**config.mk**
```make
export PLATFORM = sky130hd
export DESIGN_NAME = bmspc_config
export DESIGN_NICKNAME = d
export VERILOG_FILES = /design/src/logic/bmspc_config.v
export VERILOG_INCLUDE_DIRS = /design/src /design/src/common
export SDC_FILE = /design/constraint.sdc
export NUM_CORES = 1
export LEC_CHECK = 0
export ABC_AREA = 1
export BUFFER_PORTS_ARGS = -buffer_cell sky130_fd_sc_hd__buf_2
export CAP_MARGIN = 10
export CELL_PAD_IN_SITES_DETAIL_PLACEMENT = 1
export CELL_PAD_IN_SITES_GLOBAL_PLACEMENT = 2
export CORE_MARGIN = 1.5
export CORE_UTILIZATION = 32
export DETAILED_ROUTE_END_ITERATION = 6
export PLACE_DENSITY = 0.77
export REMOVE_ABC_BUFFERS = 1
export SYNTH_ARGS = -nofsm -noshare
export SYNTH_HDL_FRONTEND = slang
export SYNTH_SLANG_ARGS = --single-unit
export TNS_END_PERCENT = 100
```
**constraint.sdc**
```tcl
create_clock -name clk_in -period 1.99 [get_ports clk_in]
set_input_delay 0.199 -clock clk_in [delete_from_list [all_inputs] [get_ports clk_in]]
set_output_delay 0.199 -clock clk_in [all_outputs]
set_load 0.01 [all_outputs]
```
**src/common/bmspc_regs.vh**
```
// Purpose: offsets, field positions, reset values for the bridge config block
// Assumes: 32-bit register port, byte offsets as printed
// Notes: definitions only
`ifndef BMSPC_REGS_VH
`define BMSPC_REGS_VH
`define BMSPC_OFF_ERR_NMI 8'h44
`define BMSPC_OFF_STRAP 8'h48
`define BMSPC_OFF_PREFETCH 8'h4c
`define BMSPC_OFF_IRQ_STAT 8'h50
`define BMSPC_OFF_IRQ_MASK 8'h54
`define BMSPC_OFF_PF_STAT 8'h58
`define BMSPC_ERR_NMI_RST 32'h0000_0000
`define BMSPC_PREFETCH_RST 14'h2c00
`define BMSPC_PF_MASK 32'h0000_3fff
`define BMSPC_NMI_EN_BIT 0
`define BMSPC_LEGACY_BIT 0
`define BMSPC_HP_FIRST_BIT 2
`define BMSPC_HP_SECOND_BIT 3
`define BMSPC_BDV_LSB 8
`define BMSPC_CMD_MR 2'h0
`define BMSPC_CMD_MRL 2'h1
`define BMSPC_CMD_MRM 2'h2
`define BMSPC_CMD_NONE 2'h3
`define BMSPC_IRQ_BITS 3
`define BMSPC_BDV_DEFAULT 4'h5
`endif

```
**src/logic/bmspc_config.v**
```verilog
// Purpose: error-to-NMI, boot strap capture and read prefetch policy
// Assumes: single clock clk_in at 250 MHz, synchronous active-high reset
// Notes: register port reads return data one cycle after the read strobe
`timescale 1ns/1ps
`default_nettype none
`include "bmspc_regs.vh"

module bmspc_config (
  input wire clk_in,
  input wire rst_in,
  input wire clk_en_in,
  input wire [7:0] addr_in,
  input wire [31:0] wdata_in,
  input wire wr_in,
  input wire rd_in,
  output reg [31:0] rdata_out,
  input wire power_good_input,
  input wire hot_plug_strap_first,
  input wire hot_plug_strap_second,
  input wire legacy_route_strap_in,
  input wire [3:0] buffer_delay_strap_in,
  input wire perr_n_in,
  input wire serr_n_in,
  output reg nmi_out,
  input wire compat_access_in,
  output wire route_secondary_out,
  output wire hot_plug_enable_first_out,
  output wire hot_plug_enable_second_out,
  input wire pcix_mode_in,
  input wire read_start_in,
  input wire [1:0] read_cmd_in,
  input wire master_prefetch_enable_n,
  input wire line_xfer_start_in,
  input wire line_req_ready_in,
  output wire line_req_out,
  output wire line_req_unrequested_out,
  output wire irq_out
);

  // synchronisers for pins from outside the clock domain
  reg [6:0] sync1_q;
  reg [6:0] sync2_q;
  wire pg_s = sync2_q[0];
  wire hp1_s = sync2_q[1];
  wire hp2_s = sync2_q[2];
  wire leg_s = sync2_q[3];
  wire perr_s = sync2_q[4];
  wire serr_s = sync2_q[5];
  wire comp_s = sync2_q[6];
  always @(posedge clk_in) begin
    if (rst_in) begin
      sync1_q <= 7'h7e;
      sync2_q <= 7'h7e;
    end else if (clk_en_in) begin
      sync1_q <= {compat_access_in, serr_n_in, perr_n_in,
                  legacy_route_strap_in, hot_plug_strap_second,
                  hot_plug_strap_first, power_good_input};
      sync2_q <= sync1_q;
    end
  end

  // buffer delay strap resynchronised like the other pins, so a strap
  // still settling near power-good never lands half-changed; power-good
  // itself lags by the same two stages, keeping the two aligned
  reg [3:0] bdv_sync1_q;
  reg [3:0] bdv_sync2_q;
  always @(posedge clk_in) begin
    if (rst_in) begin
      bdv_sync1_q <= `BMSPC_BDV_DEFAULT;
      bdv_sync2_q <= `BMSPC_BDV_DEFAULT;
    end else if (clk_en_in) begin
      bdv_sync1_q <= buffer_delay_strap_in;
      bdv_sync2_q <= bdv_sync1_q;
    end
  end

  // registers
  reg [31:0] err_nmi_q;
  reg [3:0] bdv_q;
  reg hp1_q;
  reg hp2_q;
  reg legacy_q;
  reg [13:0] pf_q;
  reg [2:0] irq_stat_q;
  reg [2:0] irq_mask_q;
  reg pg_d1_q;
  reg perr_d1_q;
  reg serr_d1_q;

  // edge detection on synchronised levels
  wire pg_rise = pg_s & ~pg_d1_q;
  wire perr_fall = ~perr_s & perr_d1_q;
  wire serr_fall = ~serr_s & serr_d1_q;
  wire err_event = perr_fall | serr_fall;

  // prefetch engine state
  localparam ST_IDLE = 2'd0;
  localparam ST_FIRST = 2'd1;
  localparam ST_BATCH = 2'd2;
  localparam ST_RUN = 2'd3;
  reg [1:0] state_q;
  reg [2:0] remain_q;
  reg cont_q;
  reg [7:0] req_cnt_q;
  reg [7:0] unreq_cnt_q;
  reg pending_q;

  // policy field selection by command
  reg [2:0] sel_count;
  reg sel_cont;
  always @* begin
    case (read_cmd_in)
      `BMSPC_CMD_MRM: begin
        sel_count = pf_q[12:10];
        sel_cont = pf_q[13];
      end
      `BMSPC_CMD_MRL: begin
        sel_count = pf_q[8:6];
        sel_cont = pf_q[9];
      end
      `BMSPC_CMD_MR: begin
        sel_count = pf_q[4:2];
        sel_cont = pf_q[5];
      end
      default: begin
        sel_count = 3'h0;
        sel_cont = 1'b0;
      end
    endcase
  end

  // a read qualifies only in conventional mode for an enabled master
  wire pf_start = read_start_in & ~pcix_mode_in & ~master_prefetch_enable_n
                  & (read_cmd_in != `BMSPC_CMD_NONE);

  // request handshake: first line is requested, the rest speculative
  assign line_req_out = (state_q == ST_FIRST) | (state_q == ST_BATCH)
                        | ((state_q == ST_RUN) & pending_q);
  assign line_req_unrequested_out = line_req_out & (state_q != ST_FIRST);
  wire req_take = line_req_out & line_req_ready_in;

  // prefetch request sequencing
  always @(posedge clk_in) begin
    if (rst_in) begin
      state_q <= ST_IDLE;
      remain_q <= 3'h0;
      cont_q <= 1'b0;
      pending_q <= 1'b0;
    end else if (clk_en_in) begin
      case (state_q)
        ST_IDLE: begin
          pending_q <= 1'b0;
          if (pf_start) begin
            state_q <= ST_FIRST;
            remain_q <= sel_count;
            cont_q <= sel_cont;
          end
        end
        ST_FIRST: begin
          if (req_take) begin
            if (remain_q != 3'h0) begin
              state_q <= ST_BATCH;
            end else begin
              state_q <= ST_RUN;
            end
          end
        end
        ST_BATCH: begin
          if (req_take) begin
            remain_q <= remain_q - 3'h1;
            if (remain_q == 3'h1) begin
              state_q <= ST_RUN;
            end
          end
        end
        default: begin
          // one new request per line that starts moving
          if (pcix_mode_in | ~cont_q) begin
            pending_q <= 1'b0;
          end else if (line_xfer_start_in) begin
            pending_q <= 1'b1;
          end else if (req_take) begin
            pending_q <= 1'b0;
          end
          // a qualifying read restarts the sequence; any other read
          // drops back to idle so a stale policy is never applied
          if (read_start_in & ~pf_start) begin
            state_q <= ST_IDLE;
          end else if (pf_start) begin
            state_q <= ST_FIRST;
            remain_q <= sel_count;
            cont_q <= sel_cont;
          end
        end
      endcase
    end
  end

  // requested and unrequested issue counts
  always @(posedge clk_in) begin
    if (rst_in) begin
      req_cnt_q <= 8'h00;
      unreq_cnt_q <= 8'h00;
    end else if (clk_en_in && req_take) begin
      if (state_q == ST_FIRST) begin
        req_cnt_q <= req_cnt_q + 8'h01;
      end else begin
        unreq_cnt_q <= unreq_cnt_q + 8'h01;
      end
    end
  end

  // strap capture on power-good rising
  always @(posedge clk_in) begin
    if (rst_in) begin
      pg_d1_q <= 1'b0;
      bdv_q <= `BMSPC_BDV_DEFAULT;
      hp1_q <= 1'b0;
      hp2_q <= 1'b0;
    end else if (clk_en_in) begin
      pg_d1_q <= pg_s;
      if (pg_rise) begin
        bdv_q <= bdv_sync2_q;
        hp1_q <= hp1_s;
        hp2_q <= hp2_s;
      end
    end
  end

  // legacy routing bit: strap default, software writable
  always @(posedge clk_in) begin
    if (rst_in) begin
      legacy_q <= 1'b0;
    end else if (clk_en_in) begin
      if (pg_rise) begin
        legacy_q <= leg_s;
      end else if (wr_in && addr_in == `BMSPC_OFF_STRAP) begin
        legacy_q <= wdata_in[`BMSPC_LEGACY_BIT];
      end
    end
  end
  assign route_secondary_out = legacy_q & comp_s;
  assign hot_plug_enable_first_out = hp1_q;
  assign hot_plug_enable_second_out = hp2_q;

  // writable registers
  always @(posedge clk_in) begin
    if (rst_in) begin
      err_nmi_q <= `BMSPC_ERR_NMI_RST;
      pf_q <= `BMSPC_PREFETCH_RST;
      irq_mask_q <= 3'h0;
    end else if (clk_en_in && wr_in) begin
      if (addr_in == `BMSPC_OFF_ERR_NMI) begin
        err_nmi_q <= wdata_in;
      end else if (addr_in == `BMSPC_OFF_PREFETCH) begin
        pf_q <= wdata_in[13:0];
      end else if (addr_in == `BMSPC_OFF_IRQ_MASK) begin
        irq_mask_q <= wdata_in[2:0];
      end
    end
  end

  // NMI pulse on each error assertion while enabled
  always @(posedge clk_in) begin
    if (rst_in) begin
      perr_d1_q <= 1'b1;
      serr_d1_q <= 1'b1;
      nmi_out <= 1'b0;
    end else if (clk_en_in) begin
      perr_d1_q <= perr_s;
      serr_d1_q <= serr_s;
      nmi_out <= err_event & err_nmi_q[`BMSPC_NMI_EN_BIT];
    end
  end

  // sticky status: error, power-good capture, prefetch started
  // mask shares the status layout; the level output needs no own clear
  wire [2:0] irq_set = {pf_start, pg_rise, err_event};
  wire irq_clr_wr = wr_in && (addr_in == `BMSPC_OFF_IRQ_STAT);
  genvar gi;
  generate
    for (gi = 0; gi < `BMSPC_IRQ_BITS; gi = gi + 1) begin : g_irq
      always @(posedge clk_in) begin
        if (rst_in) begin
          irq_stat_q[gi] <= 1'b0;
        end else if (clk_en_in) begin
          if (irq_set[gi]) begin
            irq_stat_q[gi] <= 1'b1; // set wins over clear
          end else if (irq_clr_wr && wdata_in[gi]) begin
            irq_stat_q[gi] <= 1'b0;
          end
        end
      end
    end
  endgenerate
  assign irq_out = |(irq_stat_q & irq_mask_q);

  // read data, one cycle after the strobe
  always @(posedge clk_in) begin
    if (rst_in) begin
      rdata_out <= 32'h0000_0000;
    end else if (clk_en_in) begin
      if (!rd_in) begin
        rdata_out <= 32'h0000_0000;
      end else if (addr_in == `BMSPC_OFF_ERR_NMI) begin
        rdata_out <= err_nmi_q;
      end else if (addr_in == `BMSPC_OFF_STRAP) begin
        rdata_out <= {20'h0_0000, bdv_q, 4'h0, hp2_q, hp1_q, 1'b0,
                      legacy_q};
      end else if (addr_in == `BMSPC_OFF_PREFETCH) begin
        rdata_out <= {18'h0_0000, pf_q};
      end else if (addr_in == `BMSPC_OFF_IRQ_STAT) begin
        rdata_out <= {29'h0000_0000, irq_stat_q};
      end else if (addr_in == `BMSPC_OFF_IRQ_MASK) begin
        rdata_out <= {29'h0000_0000, irq_mask_q};
      end else if (addr_in == `BMSPC_OFF_PF_STAT) begin
        rdata_out <= {10'h000, state_q, remain_q, pending_q,
                      unreq_cnt_q, req_cnt_q};
      end else begin
        rdata_out <= 32'h0000_0000;
      end
    end
  end

endmodule // bmspc_config
`default_nettype wire

```
==> run_summary.xml, run 1 <==
<?xml version="1.0" encoding="UTF-8"?>
<metrics>
  <group name="timing">
    <metric name="layout_min_cycle_time" unit="ns">1.81</metric>
    <metric name="finalClockSkew" unit="ns">0.00757</metric>
    <metric name="final-setup-viol-count" unit="">0</metric>
    <metric name="totalNegativeSetupSlack" unit="ns">0</metric>
    <metric name="grt_setup_unrepaired" unit="">false</metric>
    <metric name="timing.fmax" unit="MHz">552</metric>
    <metric name="timing.slew.headroom" unit="%">72.5</metric>
    <metric name="hold_violations" unit="">0</metric>
    <metric name="fin_worst_hold_slack" unit="ns">0.0239</metric>
    <metric name="final-max-slew-violation-count" unit="">0</metric>
    <metric name="max_slew.worst_pin.slew" unit="ns">0.409</metric>
    <metric name="share_of_the_cycle_needed_by_the_critical_path_after_routing" unit="%">91.0</metric>
  </group>
  <group name="critical_path">
    <metric name="cp-start-kind" unit="">flip-flop</metric>
    <metric name="critical_path_arrival" unit="ns">1.61</metric>
    <metric name="path_cells" unit="">inv_1 &gt; ha_1 &gt; inv_2 &gt; nand2_1 &gt; inv_1 &gt; nor2_1 &gt; buf_2</metric>
    <metric name="cp_top_family" unit="">flip-flops</metric>
    <metric name="worst-path-max-fanout" unit="">5</metric>
    <metric name="critical_path.slowest_cell" unit="">sky130_fd_sc_hd__dfxtp_2</metric>
    <metric name="worst_path_largest_cell_delay" unit="ns">0.37</metric>
    <metric name="worst-setup-path-type" unit="">reg -&gt; out</metric>
    <metric name="critical_path.most_common_cell" unit="">sky130_fd_sc_hd__inv_1</metric>
    <metric name="worstPathBufferInverterCount" unit="">4</metric>
    <metric name="worst-endpoint-required" unit="ns">1.79</metric>
    <metric name="critical_path.endpoint_type" unit="">output pin</metric>
  </group>
  <group name="synthesis">
    <metric name="ys_seq_elements" unit="">140</metric>
    <metric name="edff_count_synth" unit="">0</metric>
    <metric name="multiplexer_share_of_the_synthesized_area" unit="%">0</metric>
    <metric name="synth-xor-area-share" unit="%">0.415</metric>
    <metric name="postSynthCellCount" unit="">850</metric>
    <metric name="synth_top_family_by_area" unit="">simple AND/OR/NAND/NOR gates</metric>
    <metric name="fraction_of_post_synthesis_cell_area_in_the_top_cell_type_by_area" unit="%">44.3</metric>
    <metric name="post_synthesis_adder_cell_area_fraction" unit="%">1.98</metric>
    <metric name="synthTopCellsByCount" unit="">sky130_fd_sc_hd__nand2_1 (196), sky130_fd_sc_hd__dfxtp_1 (140), sky130_fd_sc_hd__a21oi_1 (92), sky130_fd_sc_hd__nand3_1 (88), sky130_fd_sc_hd__nor2_1 (67)</metric>
    <metric name="post-synth-top-area-cell" unit="">sky130_fd_sc_hd__dfxtp_1</metric>
    <metric name="seq_total_area_yosys" unit="%">44.3</metric>
    <metric name="cell_area_after_synthesis" unit="mm2">0.00632</metric>
    <metric name="yosys_warnings" unit="">0</metric>
    <metric name="yosys.area_share.simple" unit="%">28.3</metric>
    <metric name="fraction_of_the_mapped_netlist_area_in_compound_gates" unit="%">16.9</metric>
    <metric name="synth_flop_cell" unit="">sky130_fd_sc_hd__dfxtp_1</metric>
    <metric name="synth_async_sr_flop_share" unit="%">0</metric>
    <metric name="synth.area.top_cells" unit="">sky130_fd_sc_hd__dfxtp_1 (44%), sky130_fd_sc_hd__nand2_1 (12%), sky130_fd_sc_hd__a21oi_1 (7.3%)</metric>
    <metric name="yosysUniqueCellTypes" unit="">36</metric>
    <metric name="synthMostInstantiatedCell" unit="">sky130_fd_sc_hd__nand2_1</metric>
    <metric name="syn-mean-instance-area" unit="um2">7.44</metric>
  </group>
  <group name="die">
    <metric name="initial_core_util" unit="%">32.6</metric>
    <metric name="die-height" unit="um">144</metric>
    <metric name="rows" unit="">51</metric>
    <metric name="number_of_primary_i_o_pins" unit="">102</metric>
    <metric name="die-width" unit="um">144</metric>
    <metric name="die-area" unit="mm2">0.0206</metric>
    <metric name="core_region_area" unit="mm2">0.0194</metric>
  </group>
  <group name="drt">
    <metric name="drt_first_iter_violations" unit="">264</metric>
    <metric name="antenna_left" unit="">0</metric>
    <metric name="via_per_inst" unit="">4.89</metric>
    <metric name="route.final.wire_length" unit="um">19500</metric>
    <metric name="vias" unit="">6055</metric>
    <metric name="drt-wirelength-per-cell" unit="um">15.8</metric>
    <metric name="detailedRoute.firstPassIterationCount" unit="">4</metric>
    <metric name="drc" unit="">0</metric>
  </group>
  <group name="global_routing">
    <metric name="grt_util_all_layers" unit="%">19.8</metric>
    <metric name="remaining_global_route_overflow" unit="">0</metric>
    <metric name="first_global_vias" unit="">6012</metric>
    <metric name="grt_start_max_net_pins" unit="">74</metric>
    <metric name="grt_first_pass_wirelength" unit="um">31500</metric>
    <metric name="initial_antenna_violation_count" unit="">0</metric>
  </group>
  <group name="place">
    <metric name="gp_congestion" unit="">0.815</metric>
    <metric name="dp_hpwl" unit="um">13200</metric>
    <metric name="port_buffers" unit="">101</metric>
  </group>
  <group name="layout">
    <metric name="sequential_cell_area" unit="mm2">0.00280</metric>
    <metric name="area_growth" unit="%">24.4</metric>
    <metric name="diodes" unit="">0</metric>
    <metric name="drive_gt1_share" unit="%">21.1</metric>
    <metric name="n_fill_cell" unit="">2477</metric>
    <metric name="multiInputGateArea" unit="mm2">0.00304</metric>
    <metric name="finalNetCount" unit="">1033</metric>
  </group>
  <group name="power_and_ir_drop">
    <metric name="post-layout-total-power" unit="mW">6.66</metric>
    <metric name="max-vdd-ir-drop" unit="mV">0.595</metric>
    <metric name="power-per-cell-area" unit="mW/mm2">846</metric>
    <metric name="total_leakage_power" unit="nW">3.42</metric>
  </group>
  <group name="clock_network">
    <metric name="clock_root_buffer" unit="">sky130_fd_sc_hd__clkbuf_16</metric>
    <metric name="clock_insertion_delay_worst_skew" unit="ns">0.42</metric>
    <metric name="cts_num_sinks" unit="">140</metric>
    <metric name="numCtsBuffers" unit="">17</metric>
    <metric name="clock_pin_slew_reported_for_the_worst_setup_and_hold_paths_after_clock_tree_synthesis" unit="ns">0.06</metric>
    <metric name="cts_htree_levels" unit="">4</metric>
    <metric name="clockBufferDepth" unit="">2</metric>
    <metric name="cts_tree" unit="">built</metric>
  </group>
  <group name="flow_run">
    <metric name="maxCapViolCount" unit="">0</metric>
  </group>
  <group name="outcome">
    <metric name="run_status" unit="">finished, final reports clean</metric>
  </group>
  <group name="min_path">
    <metric name="hp-class" unit="">in -&gt; reg</metric>
  </group>
</metrics>
-- path summary, 6_finish.rpt --
path | startpoint | end | slack, ns | cells past startpoint
min reg2reg | sync2_q[1] | sync2_q[1] | 0.45 | 2
max | state_q[0] | line_req_unrequested_out | 0.18 | 7
max reg2reg | state_q[0] | unreq_cnt_q[6] | 0.21 | 10
min | wdata_in[10] | pf_q[10] | 0.02 | 3
-- worst min-delay path, cell delays in order --
cell	delay, ns
sky130_fd_sc_hd__buf_2	0.10
sky130_fd_sc_hd__a21oi_1	0.06
sky130_fd_sc_hd__o21ai_0	0.06
-- per-layer routing --
layer  vias to the layer above  track usage, %  wire (um)
li1                       3027               -          -
met1                      2902            26.5       9600
met2                       108            32.8       8980
met3                        18            3.17        668
met4                         0            6.12        256
met5                         -               0          0
-- report_power, final --
part / leakage [nW] / switching, mW / total [mW] / internal [mW]
clock: 0.283 / 1.28 / 3.24 / 1.96
sequential: 1.14 / 0.0315 / 2.89 / 2.86
combinational: 2.00 / 0.338 / 0.527 / 0.189
total: 3.42 / 1.65 / 6.66 / 5.01
-- layout by cell type, fill, tap and decap left out, types with 5 or more instances in the layout --
master	instances
sky130_fd_sc_hd__a21oi_1	92
sky130_fd_sc_hd__a21oi_2	6
sky130_fd_sc_hd__a22oi_1	8
sky130_fd_sc_hd__buf_2	101
sky130_fd_sc_hd__buf_4	16
sky130_fd_sc_hd__clkbuf_16	17
sky130_fd_sc_hd__dfxtp_1	139
sky130_fd_sc_hd__dlygate4sd3_1	11
sky130_fd_sc_hd__ha_1	10
sky130_fd_sc_hd__inv_1	64
sky130_fd_sc_hd__inv_2	9
sky130_fd_sc_hd__nand2_1	196
sky130_fd_sc_hd__nand2_2	10
sky130_fd_sc_hd__nand3_1	87
sky130_fd_sc_hd__nand4_1	10
sky130_fd_sc_hd__nor2_1	65
sky130_fd_sc_hd__nor2_4	7
sky130_fd_sc_hd__o211ai_1	5
sky130_fd_sc_hd__o211ai_2	7
sky130_fd_sc_hd__o21ai_0	53
sky130_fd_sc_hd__o22ai_1	7
-- layout make-up --
| class | instances | share of cell area, % |
|---|---|---|
| tap | 265 | 4.21 |
| clock inverter | 11 | 1.65 |
| sequential | 140 | 35.6 |
| inverter | 75 | 3.59 |
| multi-input combinational | 594 | 38.6 |
| timing repair buffer | 132 | 10.4 |
| clock buffer | 21 | 5.98 |
-- logic make-up after synthesis --
| family | Yosys count |
|---|---|
| compound gates | 187 |
| buf+inv | 116 |
| fa+ha+maj | 10 |
| simple gates | 394 |
| xor+xnor | 3 |
| flops | 140 |
-- flip-flops by register name, summed over array words and instances (netlist names), 2 cells and up --
| register | count |
|---|---|
| req_cnt_q | 8 |
| err_nmi_q | 32 |
| bdv_sync2_q | 4 |
| bdv_sync1_q | 4 |
| sync2_q | 7 |
| pf_q | 14 |
| unreq_cnt_q | 8 |
| irq_mask_q | 3 |
| state_q | 2 |
| sync1_q | 7 |
| bdv_q | 4 |
| rdata_out | 32 |
| irq_stat_q | 3 |
| remain_q | 3 |
-- through the flow --
| step | area (um2) | setup WS (ns) | utilization [%] | cells |
|---|---|---|---|---|
| 3_3_place_gp | 7130 | 0.168 | 36.8 | 1195 |
| 6_report | 7870 | 0.179 | 40.6 | 1238 |
| 3_5_place_dp | 7130 | 0.108 | 36.8 | 1195 |
| 2_1_floorplan | 6090 | 0.249 | - | 809 |
| 5_1_grt | 7870 | 0.0632 | 40.6 | 1238 |
| 4_1_cts | 7840 | 0.0989 | 40.4 | 1238 |
-- what timing repair did --
action,4_1_cts,5_1_grt
endpoints found under the setup margin,0,6
hold buffers,11,0
buffers inserted,0,0
gates resized for setup,0,7
hold endpoints to repair,11,0
No activity file was read; power rests on OpenSTA's default activity.
==> run 2: changes to the inputs <==
--- a/config.mk
+++ b/config.mk
@@ -7,13 +7,14 @@
 export NUM_CORES = 1
 export LEC_CHECK = 0
 export ABC_AREA = 1
-export BUFFER_PORTS_ARGS = -buffer_cell sky130_fd_sc_hd__buf_2
+export BUFFER_PORTS_ARGS = -buffer_cell sky130_fd_sc_hd__buf_4
 export CAP_MARGIN = 10
 export CELL_PAD_IN_SITES_DETAIL_PLACEMENT = 1
 export CELL_PAD_IN_SITES_GLOBAL_PLACEMENT = 2
 export CORE_MARGIN = 1.5
 export CORE_UTILIZATION = 32
 export DETAILED_ROUTE_END_ITERATION = 6
+export GPL_TIMING_DRIVEN = 0
 export PLACE_DENSITY = 0.77
 export REMOVE_ABC_BUFFERS = 1
 export SYNTH_ARGS = -nofsm -noshare
==> run_summary.xml, run 2 (synthesis gave the netlist of run 1 again) <==
<?xml version="1.0" encoding="UTF-8"?>
<metrics>
  <group name="clock_network">
    <metric name="clock_insertion_delay_worst_skew" unit="ns">0.42</metric>
    <metric name="cts_htree_levels" unit="">4</metric>
    <metric name="cts_tree" unit="">built</metric>
    <metric name="clock_root_buffer" unit="">sky130_fd_sc_hd__clkbuf_16</metric>
    <metric name="numCtsBuffers" unit="">17</metric>
    <metric name="cts_num_sinks" unit="">140</metric>
    <metric name="clockBufferDepth" unit="">2</metric>
    <metric name="clock_pin_slew_reported_for_the_worst_setup_and_hold_paths_after_clock_tree_synthesis" unit="ns">0.06</metric>
  </group>
  <group name="layout">
    <metric name="layout.cells.most_common" unit="">sky130_fd_sc_hd__nand2_1</metric>
    <metric name="area_growth" unit="%">27.1</metric>
    <metric name="commonest_cells_after_routing_fill_and_taps_aside" unit="">sky130_fd_sc_hd__nand2_1 (195), sky130_fd_sc_hd__dfxtp_1 (138), sky130_fd_sc_hd__buf_4 (104)</metric>
    <metric name="drive_gt1_share" unit="%">20.2</metric>
    <metric name="diodes" unit="">0</metric>
    <metric name="finalNetCount" unit="">1019</metric>
    <metric name="largestRegisters" unit="">err_nmi_q: 32 flops, rdata_out: 32 flops, pf_q: 14 flops</metric>
    <metric name="final-instance-count-excl-fill" unit="">1224</metric>
    <metric name="finalCoreUtilization" unit="%">41.4</metric>
  </group>
  <group name="die">
    <metric name="number_of_primary_i_o_pins" unit="">102</metric>
    <metric name="die-width" unit="um">144</metric>
    <metric name="rows" unit="">51</metric>
    <metric name="die-height" unit="um">144</metric>
    <metric name="die-area" unit="mm2">0.0206</metric>
    <metric name="core_region_area" unit="mm2">0.0194</metric>
    <metric name="initial_core_util" unit="%">32.6</metric>
  </group>
  <group name="critical_path">
    <metric name="critical_path.endpoint_type" unit="">flip-flop</metric>
    <metric name="worst-path-max-fanout" unit="">8</metric>
    <metric name="cp-start-kind" unit="">flip-flop</metric>
    <metric name="worst-setup-path-type" unit="">reg -&gt; reg</metric>
    <metric name="worst-endpoint-required" unit="ns">2.26</metric>
    <metric name="critical_path_arrival" unit="ns">2.06</metric>
  </group>
  <group name="timing">
    <metric name="grt_setup_unrepaired" unit="">false</metric>
    <metric name="final-max-slew-violation-count" unit="">0</metric>
    <metric name="fin_worst_hold_slack" unit="ns">0.0156</metric>
    <metric name="finalClockSkew" unit="ns">0.00619</metric>
    <metric name="layout_min_cycle_time" unit="ns">1.79</metric>
    <metric name="max_slew.worst_pin.slew" unit="ns">0.887</metric>
    <metric name="hold_violations" unit="">0</metric>
    <metric name="timing.slew.headroom" unit="%">40.8</metric>
    <metric name="final.setup.worst_slack" unit="ns">0.201</metric>
    <metric name="share_of_the_cycle_needed_by_the_critical_path_after_routing" unit="%">89.9</metric>
    <metric name="final-setup-viol-count" unit="">0</metric>
    <metric name="timing.fmax" unit="MHz">559</metric>
  </group>
  <group name="power_and_ir_drop">
    <metric name="max-vdd-ir-drop" unit="mV">0.621</metric>
    <metric name="total_leakage_power" unit="nW">3.40</metric>
    <metric name="power-per-cell-area" unit="mW/mm2">842</metric>
    <metric name="post-layout-total-power" unit="mW">6.76</metric>
  </group>
  <group name="global_routing">
    <metric name="grt_start_max_net_pins" unit="">69</metric>
    <metric name="globalRouteMet3Util" unit="%">3.53</metric>
    <metric name="first_global_vias" unit="">5774</metric>
    <metric name="groute.layer.met1.usage" unit="%">26.5</metric>
    <metric name="remaining_global_route_overflow" unit="">0</metric>
    <metric name="initial_antenna_violation_count" unit="">0</metric>
    <metric name="grt.met2_usage" unit="%">32.5</metric>
    <metric name="grt_util_all_layers" unit="%">19.7</metric>
    <metric name="global_route.peak_usage_layer" unit="">met2</metric>
    <metric name="grt_first_pass_wirelength" unit="um">31000</metric>
  </group>
  <group name="drt">
    <metric name="drt-wirelength-per-cell" unit="um">16.0</metric>
    <metric name="drc" unit="">0</metric>
    <metric name="antenna_left" unit="">0</metric>
    <metric name="drt_first_iter_violations" unit="">290</metric>
    <metric name="vias" unit="">5871</metric>
    <metric name="route.final.wire_length" unit="um">19600</metric>
    <metric name="via_per_inst" unit="">4.80</metric>
    <metric name="detailedRoute.firstPassIterationCount" unit="">4</metric>
  </group>
  <group name="outcome">
    <metric name="run_status" unit="">finished, final reports clean</metric>
  </group>
  <group name="place">
    <metric name="dp_hpwl" unit="um">12600</metric>
    <metric name="dp.cells" unit="">1177</metric>
    <metric name="port_buffers" unit="">101</metric>
    <metric name="gp_congestion" unit="">0.787</metric>
    <metric name="place_ws" unit="ns">-0.925</metric>
  </group>
  <group name="min_path">
    <metric name="hp-class" unit="">in -&gt; reg</metric>
  </group>
  <group name="flow_run">
    <metric name="maxCapViolCount" unit="">0</metric>
  </group>
</metrics>
==> run 2: cell count changes in the layout (fill, tap and decap cells not counted), sizes merged, moves of 2 or more <==
cell	change
buf	-15
clkbuf	-2
clkinv	+6
inv	-4
==> run 2: layout make-up <==
type | count | area (um2)
clock inverters | 13 | 166
repair buffers | 117 | 931
well taps | 265 | 332
multi-input cells | 595 | 3070
flip-flops and latches | 140 | 2810
fillers | 2403 | 11400
clock buffers | 19 | 443
inverters | 75 | 287
==> run 2: worst paths after layout <==
path / start / to / slack [ns] / cells after the start
max reg2reg: state_q[1] / req_cnt_q[4] / 0.20 / 10
max: state_q[1] / req_cnt_q[4] / 0.20 / 10
min reg2reg: err_nmi_q[21] / err_nmi_q[21] / 0.45 / 2
min: wdata_in[10] / pf_q[10] / 0.02 / 3
==> run 2: worst max-delay path: stages, from the launching register on <==
cell and delay [ns]:
sky130_fd_sc_hd__dfxtp_2 0.36, sky130_fd_sc_hd__inv_1 0.11, sky130_fd_sc_hd__ha_4 0.29, sky130_fd_sc_hd__inv_2 0.04, sky130_fd_sc_hd__nand2_2 0.09, sky130_fd_sc_hd__nand2_1 0.10, sky130_fd_sc_hd__inv_2 0.12, sky130_fd_sc_hd__nand3_4 0.14
sky130_fd_sc_hd__buf_4 0.19, sky130_fd_sc_hd__nor3_1 0.13, sky130_fd_sc_hd__nor3_1 0.07
==> run 2: power breakdown <==
part | switching, mW | total, mW | leakage [nW] | internal [mW]
Sequential | 0.0332 | 2.89 | 1.14 | 2.86
Combinational | 0.341 | 0.555 | 1.97 | 0.214
Clock | 1.30 | 3.32 | 0.290 | 2.01
Total | 1.68 | 6.76 | 3.40 | 5.08
==> run 2: repair_timing <==
item	4_1_cts	5_1_grt
setup buffers	0	3
cloned	0	1
endpoints found under the hold margin	11	0
pin swaps	0	2
hold buffers	11	0
resized for setup	8	7
endpoints found under the setup margin	42	27
==> run 2: through the flow <==
| stage | setup TNS, ns | instance area (um2) |
|---|---|---|
| final | 0 | 8040 |
| after global routing | 0 | 8040 |
| after CTS | 0 | 7980 |
| after detailed placement | -31.44 | 7220 |
| after global placement | -152.46 | 7180 |
| after floorplan | 0 | 6090 |
==> run 2: routing by layer <==
layer / routed length, um / part of all wire [%]
met4: 141 / 0.72
met5: 0 / 0
met3: 739 / 3.8
met1: 9610 / 49
met2: 9140 / 47
